[config.mk]
export PLATFORM = sky130hd
export DESIGN_NAME = lrr_exec
export DESIGN_NICKNAME = d
export VERILOG_FILES = /design/src/hw/lrr_pkg.sv /design/src/hw/lrr_rotator.sv /design/src/hw/lrr_exec.sv
export SDC_FILE = /design/constraint.sdc
export NUM_CORES = 1
export LEC_CHECK = 0
export BUFFER_PORTS_ARGS = -buffer_cell sky130_fd_sc_hd__buf_4
export CAP_MARGIN = 20
export CORE_MARGIN = 10
export CORE_UTILIZATION = 49
export DETAILED_ROUTE_END_ITERATION = 8
export PLACE_DENSITY = 0.84
export SLEW_MARGIN = 40
export SYNTH_ARGS = -nofsm -noshare
export SYNTH_HDL_FRONTEND = slang
export SYNTH_HIERARCHICAL = 1
export SYNTH_SLANG_ARGS = --single-unit
[constraint.sdc]
create_clock -name CLK_SYS_I -period 3.4 [get_ports CLK_SYS_I]
set_clock_uncertainty 0.05 [all_clocks]
set_input_delay 0.68 -clock CLK_SYS_I [delete_from_list [all_inputs] [get_ports CLK_SYS_I]]
set_output_delay 0.68 -clock CLK_SYS_I [all_outputs]
set_load 0.02 [all_outputs]
[src/hw/lrr_pkg.sv]
// Purpose: shared constants for the literal-return and rotate execute block
// Assumes: 12-bit instruction words, 8-bit data path
// Notes: opcode patterns are matched under masks
package lrr_pkg;
  localparam int INSTR_W = 12;
  localparam int DATA_W = 8;
  localparam int FADDR_W = 5;
  localparam int PC_W = 9;
  localparam logic [11:0] RETLIT_MASK = 12'hf00;
  localparam logic [11:0] RETLIT_CODE = 12'h800;
  localparam logic [11:0] ROT_MASK = 12'hf80;
  localparam logic [11:0] ROTL_CODE = 12'h340;
  localparam logic [11:0] ROTR_CODE = 12'h300;
  localparam int DEST_BIT = 5;
  localparam int CARRY_BIT = 0;
  localparam int RETLIT_CYCLES = 2;
  localparam logic [7:0] W_RESET = 8'h00;
  localparam logic [1:0] FLUSH_CNT_INIT = 2'h1;
  typedef enum logic [1:0] {LRR_OP_NONE, LRR_OP_RETLIT, LRR_OP_ROTL, LRR_OP_ROTR} lrr_op_t;
endpackage

[src/hw/lrr_rotator.sv]
// Purpose: one-bit rotate through carry, both directions
// Assumes: combinational, operand valid whenever used
// Notes: carry out is the bit shifted off the end
module lrr_rotator #(
  parameter int DATA_W = 8
) (
  input wire logic [DATA_W-1:0] operand_i,
  input wire logic carry_i,
  input wire logic left_i,
  output logic [DATA_W-1:0] result_o,
  output logic carry_o
);
  always_comb
  begin
    if (left_i)
    begin
      result_o = {operand_i[DATA_W-2:0], carry_i};
      carry_o = operand_i[DATA_W-1];
    end
    else
    begin
      result_o = {carry_i, operand_i[DATA_W-1:1]};
      carry_o = operand_i[0];
    end
  end
endmodule

[src/hw/lrr_exec.sv]
// Purpose: decode and execute return-with-literal and the right rotate; ROTL_CODE never matches under ROT_MASK
// Assumes: file read data is combinational for FADDR_O in the same cycle
// Notes: return-with-literal flushes one fetched word after the jump

// Notes on behaviour
// - return_with_literal (1000 kkkk kkkk) loads literal into W, flags untouched.
// - return_with_literal loads PC from stack_top_entry.
// - return_with_literal is one word, two cycles; one empty cycle follows jump.
// - rotate_right_via_carry: old carry to bit 7, old bit 0 to carry.
// - destination bit 0 writes W, 1 writes back to the file register.
module lrr_exec #(
  parameter int PC_W = lrr_pkg::PC_W
) (
  input wire logic CLK_SYS_I,
  input wire logic ARST_N_I,
  input wire logic INSTR_VALID_I,
  input wire logic [11:0] INSTR_I,
  input wire logic [PC_W-1:0] STACK_TOP_ENTRY_I,
  input wire logic [7:0] FILE_RDATA_I,
  input wire logic CARRY_I,
  output logic [4:0] FADDR_O,
  output logic FILE_WE_O,
  output logic [7:0] FILE_WDATA_O,
  output logic [7:0] W_O,
  output logic CARRY_WE_O,
  output logic CARRY_O,
  output logic PC_LOAD_O,
  output logic [PC_W-1:0] PC_O,
  output logic STACK_POP_O,
  output logic FLUSH_O,
  output logic BUSY_O
);
  // first match wins; the three patterns never overlap
  function automatic lrr_pkg::lrr_op_t decode(input logic [11:0] ins);
    if ((ins & lrr_pkg::RETLIT_MASK) == lrr_pkg::RETLIT_CODE)
      return lrr_pkg::LRR_OP_RETLIT;
    else if ((ins & lrr_pkg::ROT_MASK) == lrr_pkg::ROTL_CODE)
      return lrr_pkg::LRR_OP_ROTL;
    else if ((ins & lrr_pkg::ROT_MASK) == lrr_pkg::ROTR_CODE)
      return lrr_pkg::LRR_OP_ROTR;
    else
      return lrr_pkg::LRR_OP_NONE;
  endfunction

  lrr_pkg::lrr_op_t op;
  logic flush_reg;
  logic accept;
  logic is_rot;
  logic dest_file;
  logic [7:0] rot_result;
  logic rot_carry;
  logic [7:0] w_reg;
  logic [7:0] w_next;
  logic carry_reg;
  logic carry_we_reg;
  logic [7:0] fwdata_reg;
  logic fwe_reg;
  logic pc_load_reg;
  logic [PC_W-1:0] pc_reg;

  // the word fetched behind the jump is discarded, never executed
  assign accept = INSTR_VALID_I && !flush_reg;
  assign op = accept ? decode(INSTR_I) : lrr_pkg::LRR_OP_NONE;
  assign is_rot = (op == lrr_pkg::LRR_OP_ROTL) || (op == lrr_pkg::LRR_OP_ROTR);
  assign dest_file = INSTR_I[lrr_pkg::DEST_BIT];
  assign FADDR_O = INSTR_I[4:0];

  // no carry forwarding: back-to-back rotates need status written first
  lrr_rotator #(
    .DATA_W(lrr_pkg::DATA_W)
  ) u_rot (
    .operand_i(FILE_RDATA_I),
    .carry_i(CARRY_I),
    .left_i(op == lrr_pkg::LRR_OP_ROTL),
    .result_o(rot_result),
    .carry_o(rot_carry)
  );

  always_comb
  begin
    // W moves only on a return or on a rotate that targets it
    w_next = w_reg;
    if (op == lrr_pkg::LRR_OP_RETLIT)
      w_next = INSTR_I[7:0];
    else if (is_rot && !dest_file)
      w_next = rot_result;
  end

  always_ff @(posedge CLK_SYS_I or negedge ARST_N_I)
  begin
    if (!ARST_N_I)
      w_reg <= lrr_pkg::W_RESET;
    else
      w_reg <= w_next;
  end

  // file write-back, one cycle per rotate that targets the file
  always_ff @(posedge CLK_SYS_I or negedge ARST_N_I)
  begin
    if (!ARST_N_I)
    begin
      fwe_reg <= 1'b0;
      fwdata_reg <= 8'h00;
    end
    else
    begin
      fwe_reg <= is_rot && dest_file;
      if (is_rot && dest_file)
        fwdata_reg <= rot_result;
    end
  end

  // only rotates touch status, and only the carry bit
  always_ff @(posedge CLK_SYS_I or negedge ARST_N_I)
  begin
    if (!ARST_N_I)
    begin
      carry_we_reg <= 1'b0;
      carry_reg <= 1'b0;
    end
    else
    begin
      carry_we_reg <= is_rot;
      if (is_rot)
        carry_reg <= rot_carry;
    end
  end

  always_ff @(posedge CLK_SYS_I or negedge ARST_N_I)
  begin
    if (!ARST_N_I)
    begin
      pc_load_reg <= 1'b0;
      pc_reg <= '0;
    end
    else
    begin
      // address captured in the cycle the stack pops
      pc_load_reg <= op == lrr_pkg::LRR_OP_RETLIT;
      if (op == lrr_pkg::LRR_OP_RETLIT)
        pc_reg <= STACK_TOP_ENTRY_I;
    end
  end

  always_ff @(posedge CLK_SYS_I or negedge ARST_N_I)
  begin
    if (!ARST_N_I)
      flush_reg <= 1'b0;
    else
      // a return offered in the bubble is refused, so no double pop
      flush_reg <= op == lrr_pkg::LRR_OP_RETLIT;
  end

  // pulse outputs are one cycle wide; the core must act on them at once
  assign W_O = w_reg;
  assign FILE_WE_O = fwe_reg;
  assign FILE_WDATA_O = fwdata_reg;
  assign CARRY_WE_O = carry_we_reg;
  assign CARRY_O = carry_reg;
  assign PC_LOAD_O = pc_load_reg;
  assign PC_O = pc_reg;
  assign STACK_POP_O = op == lrr_pkg::LRR_OP_RETLIT;
  assign FLUSH_O = flush_reg;
  assign BUSY_O = flush_reg;
endmodule

Yosys cells after proc, flatten, opt, wreduce, memory -nomap -nowiden
Cells that the tools add are included.

Bits in registers: 29. Output and inout bits: 37. Word-level logic and storage cells: 26.

Eq/ne operators: 5. Multiplexer cells: 7. Reductions and logical operators: 7.

Operator list (number): $mux W8 (3); $mux W2 (3); $eq A5 B3 Y1 const B (1); $eq A2 B2 Y1 const B (2); $eq A4 B4 Y1 const B (1); $logic_and A1 B1 Y1 (3); $eq A2 B1 Y1 const B (1); $logic_not A1 Y1 (2); $reduce_bool A2 Y1 (1); $logic_or A1 B1 Y1 (1); $mux W1 (1).

Longest topological paths before layout
Gate-level depths: netlist of the first run.

Word-level depth: 9. Gate-level depth with buffers: 4. Gate-level depth less buffers: 3.

Cells and area by module
The synthesis of the first run kept the hierarchy.

By module, submodules not included: lrr_exec (instances 1, cells an instance 90, area each 1315.0 um^2, seq. area each 725.7 um^2); lrr_rotator (instances 1, cells an instance 10, area each 146.4 um^2, seq. area each 0.0 um^2).

Least setup slack after synthesis of the first run
No wires, ideal clock.

Path kind: input -> output. Start point: in INSTR_I[10]. End point: out STACK_POP_O. Arrival: 1.334 ns. Required time: 2.670 ns. Setup slack: 1.336 ns. Stages on the path: 4. Path through: nor3b_2 > buf_6 > nand2_4 > inv_1.

Word-level cells in the longest chain between the ends: 5.

RTL lines: from (decl) (line lrr_exec.sv:17) `input wire logic [11:0] INSTR_I,`; $eq A5 B3 Y1 (line lrr_exec.sv:39) `else if ((ins & lrr_pkg::ROT_MASK) == lrr_pkg::ROTR_CODE)`; $mux W2 (line lrr_exec.sv:39); $mux W2 (*) (line lrr_exec.sv:35) `if ((ins & lrr_pkg::RETLIT_MASK) == lrr_pkg::RETLIT_CODE)`; $mux W2 (*) (line lrr_exec.sv:63) `assign op = accept ? decode(INSTR_I) : lrr_pkg::LRR_OP_NONE;`; $eq A2 B1 Y1 (*) (line lrr_exec.sv:162) `assign STACK_POP_O = op == lrr_pkg::LRR_OP_RETLIT;`; to (decl) (line lrr_exec.sv:29) `output logic STACK_POP_O,`.

Mark *: on every way between the ends. The rest lies on a longest branch, timed or not.

Worst setup path in the final report of the first run
Start point: in INSTR_I[8]. End point: out STACK_POP_O.

Same word-level chain as after synthesis.

==> run_results.csv, run 1 <==
group,metric,value,unit
sta,finalSetupViolations,0,
sta,setup_slack,1.05,ns
synthesis,ys.flop_type,"dfrtp_1",
critical_path,crit_fanout,10,
sta,setup_tns,0,ns
detailed_routing,drtIter0Drc,71,
floorplan,rows,19,
cells_and_area,insertedDiodeCount,0,
detailed_routing,dr_total_vias,1073,
power_and_ir_drop,power_density,550,nW/um^2
detailed_routing,drt-total-wl,3.97,mm
power_and_ir_drop,power.internal,0.804,mW
clock_tree,clock_sinks,29,
place,dpl_cell_area,1950,sq um
power_and_ir_drop,p_sw_share,28.9,%
cells_and_area,nFillCells,197,
sta,period_needed,2.35,ns
cells_and_area,mostFrequentLayoutCells,"buf_4, dfrtp_1, mux2_2",
synthesis,avgSynthCellArea,14.6,sq um
synthesis,ys_warn_count,6,
critical_path,start_kind,"primary input",
sta,hold_viol_final,0,
global_routing,grt_antenna_before_repair,0,
place,dpl.cell_count,192,
clock_tree,cts_hold_buf,0,
detailed_routing,drt-pass1-iter-count,4,
cells_and_area,fin_nets,201,
hold_path,min_path_type,"primary input to asynchronous set/reset pin",
critical_path,r2r-start,"PC_LOAD_O$_DFF_PN0_",
cells_and_area,final_cells,200,
global_routing,grt_max_degree,30,
run,cap_violations,0,
detailed_routing,wire_per_inst,19.9,microns
power_and_ir_drop,p_clk_share,31.4,%
sta,timing.hold.ws,0.200,ns
clock_tree,post-cts-setup-buffers,0,
synthesis,synthesis.area,1460,sq um
critical_path,arrival,1.62,ns
clock_tree,htree_levels,2,
critical_path,worstPathCellList,"buf_4 -> nor3b_4 -> nand2_4 -> inv_1 -> buf_4",
critical_path,cp_slowest_cell,"nor3b_4",
critical_path,cp_data_required_time,2.67,ns
synthesis,synthCells,100,
critical_path,worst_setup_path_end_kind,"primary output",
place,io_buffers,69,
synthesis,ys_ff_latch,29,
sta,rsz0062_at_grt,"no",
synthesis,synthArstFlopShare,100,%
power_and_ir_drop,p_leak,1.09,nW
cells_and_area,final_cell_area,2050,sq um
synthesis,seq_area_frac_synth,49.7,%
clock_tree,cts_root_buf,"clkbuf_4",
floorplan,initial_core_util,52.1,%
detailed_routing,drtAntennaViolNets,0,
cells_and_area,mostFrequentLayoutCell,"buf_4",
power_and_ir_drop,vdd_drop_max,0.379,mV
place,place_congestion,0.914,
synthesis,synthesis.nets,133,
critical_path,cpMostUsedCell,"buf_4",
floorplan,io_pins,70,
cells_and_area,multi_input_area,653,sq um
power_and_ir_drop,p_switching,0.326,mW
global_routing,grt_pass1_wl,6.20,mm
cells_and_area,area_growth,40.5,%
global_routing,grt.overflow.total,0,
sta,max_freq,0.425,GHz
clock_tree,post_cts_resized,0,
critical_path,slowest_delay,0.40,ns
critical_path,critical_path_class,"primary input to primary output",
detailed_routing,route.detailed.drc,0,
clock_tree,clock_latency,0.33,ns
floorplan,die_y,74.6,microns
power_and_ir_drop,power_frac_seq,38.8,%
place,hpwl,3.27,mm
synthesis,synth_edf_count,0,
cells_and_area,drive_gt1_share,71.0,%
clock_tree,cts_buffers,5,
detailed_routing,vias_per_cell,5.37,
global_routing,grt_pass1_vias,1232,
clock_tree,clk_path_buf_depth,2,
place,pre_cts_slack,1.05,ns
cells_and_area,seq_area,726,sq um
global_routing,track_usage,14.9,%
sta,maxSlewViolCount,0,
clock_tree,cts_tree,"built",
floorplan,fp.coreArea,2810,sq um
clock_tree,clkTransAtPathRegs,0.09,ns
sta,period_share,69.2,%
status,status,"completed",
floorplan,die_w,74.6,microns
floorplan,die_area,5570,sq um
synthesis,ys_types,26,
power_and_ir_drop,comb_power_share,29.8,%
critical_path,startpoint,"INSTR_I[8]",
## cell usage after synthesis, types with 2 or more instances
cell type	count	area [sq um]
mux2_4	10	150
inv_1	2	7.51
nor2_1	3	11.3
and3_2	6	45.0
dfrtp_1	29	726
a221o_1	7	70.1
buf_6	2	22.5
buf_4	7	52.6
mux2_2	17	191
## path summary, 6_finish.rpt
path                                          endpoint  slack (ns)  cells after the start
hold / removal             FILE_WDATA_O[4]$_DFFE_PN0P_        0.20                      1
setup / recovery                           STACK_POP_O        1.05                      5
min in group CLK_SYS_I             PC_O[8]$_DFFE_PN0N_        0.46                      1
setup reg to reg                    W_O[2]$_DFFE_PN0P_        1.83                      3
max in group asynchronous  FILE_WDATA_O[2]$_DFFE_PN0P_        2.83                      1
hold reg to reg                    PC_O[8]$_DFFE_PN0N_        0.46                      1
## sequential cells by signal, indices dropped and copies added, names as in the netlist
signal,flops
PC_O,9
PC_LOAD_O,1
CARRY_WE_O,1
FILE_WDATA_O,8
W_O,8
CARRY_O,1
FILE_WE_O,1
## layer usage
layer / global-route usage (%) / share of wire, % / vias to the layer above
met5: 0 / 0 / -
met4: 8.40 / 2.1 / 0
met3: 5.12 / 7.0 / 7
met2: 26.8 / 56 / 34
met1: 14.8 / 35 / 531
li1: - / - / 501
## logic make-up after synthesis
family | share of synthesized area, %
compound gates | 7.11
buf+inv | 5.65
flops | 49.7
mux | 23.4
other cells | 0.257
simple gates | 14.0
## final cells by class
class                      instances  area share, %
clock buffer                       5           1.83
sequential                        29           35.3
clock inverter                     3           3.17
timing repair buffer              70           25.6
tap                               31           1.89
multi-input combinational         60           31.8
inverter                           2          0.366
## worst max-delay path: cells and delay by family
family	cells	cell delay, ns
buf+inv	3	0.37
simple gates	2	0.57
## per-stage QoR
stage               power [mW]  utilization [%]
global route              1.18             73.2
CTS                       1.14             73.2
finish                    1.13             73.2
global placement         0.777             69.5
floorplan                0.619                -
detailed placement       0.788             69.5
## power groups by stage
stage | registers, mW | clock network (mW) | logic (mW)
floorplan | 0.519 | 0 | 0.0995
global route | 0.447 | 0.374 | 0.357
CTS | 0.439 | 0.362 | 0.343
finish | 0.439 | 0.354 | 0.337
global placement | 0.442 | 0 | 0.335
detailed placement | 0.446 | 0 | 0.342
Note: power is estimated with default switching activity, not from simulation.
==> run 2: changes to the inputs <==
- CORE_UTILIZATION: 49 -> 46
- PLACE_DENSITY: 0.84 -> 0.8
- clock period: 3.4 -> 2.39 ns (I/O delays scaled with it)
==> run 2 against run 1 <==
- clock power fell by 5%
- via count down 1.0%
- cell area shrank 0.79%
==> run_results.csv, run 2 (synthesis results as in run 1) <==
group,metric,value,unit
status,status,"completed",
sta,timing.hold.ws,0.00974,ns
clock_tree,clkTransAtPathRegs,0.10,ns
cells_and_area,largest_register_ffs,9,
clock_tree,cts_root_buf,"clkbuf_4",
cells_and_area,fin_nets,201,
power_and_ir_drop,power_density,705,nW/um^2
sta,setup_tns,0,ns
clock_tree,clock_latency,0.32,ns
critical_path,rr_worst_depth,4,
clock_tree,cts_buffers,5,
global_routing,grt_antenna_before_repair,0,
cells_and_area,area_growth,39.4,%
sta,finalSetupViolations,0,
detailed_routing,drt-total-wl,3.79,mm
detailed_routing,drtAntennaViolNets,0,
place,io_buffers,69,
detailed_routing,vias_per_cell,4.99,
clock_tree,cts_hold_buf,0,
critical_path,reg2reg_slack,0.75,ns
clock_tree,clk_path_buf_depth,2,
clock_tree,htree_levels,2,
detailed_routing,drt-pass1-iter-count,4,
cells_and_area,mostFrequentLayoutCell,"buf_4",
floorplan,fp.coreArea,3050,sq um
place,dpl_cell_area,1970,sq um
sta,rsz0062_at_grt,"no",
detailed_routing,dr_total_vias,1062,
cells_and_area,postLayoutCoreUtil,66.7,%
global_routing,grt.overflow.total,0,
floorplan,die_y,76.4,microns
clock_tree,cts_tree,"built",
critical_path,arrival,1.47,ns
cells_and_area,mostFrequentLayoutCells,"buf_4, dfrtp_1, mux2_2",
clock_tree,clock_sinks,29,
critical_path,critPathTopFamily,"flip-flops",
critical_path,worstPathCellList,"nor3b_2 -> nand2_4 -> inv_1 -> buf_4",
critical_path,worstReg2RegEnd,"W_O[7]$_DFFE_PN0P_",
critical_path,endpoint,"STACK_POP_O",
critical_path,path_depth,4,
critical_path,cp_data_required_time,1.86,ns
power_and_ir_drop,vdd_drop_max,0.551,mV
critical_path,crit_buf_inv,2,
sta,max_freq,0.501,GHz
critical_path,start_kind,"flip-flop",
critical_path,r2r-start,"PC_LOAD_O$_DFF_PN0_",
critical_path,slowest_delay,0.46,ns
floorplan,die_w,76.4,microns
clock_tree,post_cts_resized,0,
cells_and_area,nFillCells,238,
cells_and_area,final_cell_area,2040,sq um
run,cap_violations,0,
critical_path,cp_slowest_cell,"dfrtp_1",
global_routing,grt_max_degree,30,
sta,period_share,83.6,%
place,hpwl,3.12,mm
critical_path,startpoint,"PC_LOAD_O$_DFF_PN0_",
critical_path,crit_fanout,10,
clock_tree,post-cts-setup-buffers,0,
detailed_routing,drtIter0Drc,51,
sta,maxSlewViolCount,0,
floorplan,io_pins,70,
floorplan,initial_core_util,47.9,%
detailed_routing,wire_per_inst,17.8,microns
detailed_routing,route.detailed.drc,0,
sta,hold_viol_final,0,
global_routing,grt_pass1_wl,6.09,mm
hold_path,min_path_type,"primary input to asynchronous set/reset pin",
critical_path,worst_setup_path_end_kind,"primary output",
cells_and_area,insertedDiodeCount,0,
power_and_ir_drop,p_leak,1.08,nW
global_routing,grt_pass1_vias,1225,
floorplan,die_area,5830,sq um
critical_path,critical_path_class,"flip-flop to primary output",
place,place_congestion,0.862,
floorplan,rows,20,
global_routing,track_usage,13.1,%
sta,period_needed,2.00,ns
cells_and_area,drive_gt1_share,71.0,%
-- run 2: cell types whose count changed in the layout (fill, tap and decap cells not counted), sizes merged --
cell and change:
bufinv -2, clkbuf +2
-- run 2: final cells by class --
type                    instances  area, sq um  area share [%]
clock buffers                   7         65.1            3.19
flip-flops and latches         29          726            35.6
repair buffers                 70          526            25.8
inverters                       2         7.51           0.369
well taps                      44         55.1            2.70
multi-input cells              60          653            32.1
clock inverters                 1         5.00           0.246
-- run 2: worst register-to-register path: cells and delay by family (launching register included) --
family | cells | cell delay (ns)
AO/OA/AOI/OAI | 2 | 0.49
AND/OR/NAND/NOR | 1 | 0.29
buffers and inverters | 1 | 0.23
flip-flops | 1 | 0.46
-- run 2: power by group --
part           leakage [nW]  switching [mW]  internal, mW  total, mW
sequential            0.373          0.0485         0.577      0.626
clock                0.0413           0.164         0.170      0.335
combinational         0.663           0.234         0.242      0.477
-- run 2: routing by layer --
metal / share of wire, % / vias to the layer above / track usage [%]
met1: 34 / 515 / 12.3
li1: - / 508 / -
met3: 6.2 / 6 / 5.07
met5: 0 / - / 0
met4: 2.1 / 0 / 5.58
met2: 57 / 33 / 24.6
-- run 2: worst min path at each step --
stage	to	cells past startpoint
3_5_place_dp	FILE_WDATA_O[2]$_DFFE_PN0P_	1
4_1_cts	W_O[1]$_DFFE_PN0P_	1
2_1_floorplan	CARRY_O$_DFFE_PN0P_	0
6_report	W_O[1]$_DFFE_PN0P_	1
3_3_place_gp	FILE_WDATA_O[2]$_DFFE_PN0P_	1
5_1_grt	W_O[3]$_DFFE_PN0P_	1
-- run 2: per-stage QoR --
| step | instances | worst slack, ns | power, mW |
|---|---|---|---|
| 2_1_floorplan | 100 | 0.692 | 0.880 |
| 3_3_place_gp | 205 | 0.463 | 1.11 |
| 3_5_place_dp | 205 | 0.422 | 1.12 |
| 4_1_cts | 213 | 0.355 | 1.46 |
| 5_1_grt | 213 | 0.250 | 1.51 |
| 6_report | 213 | 0.393 | 1.44 |
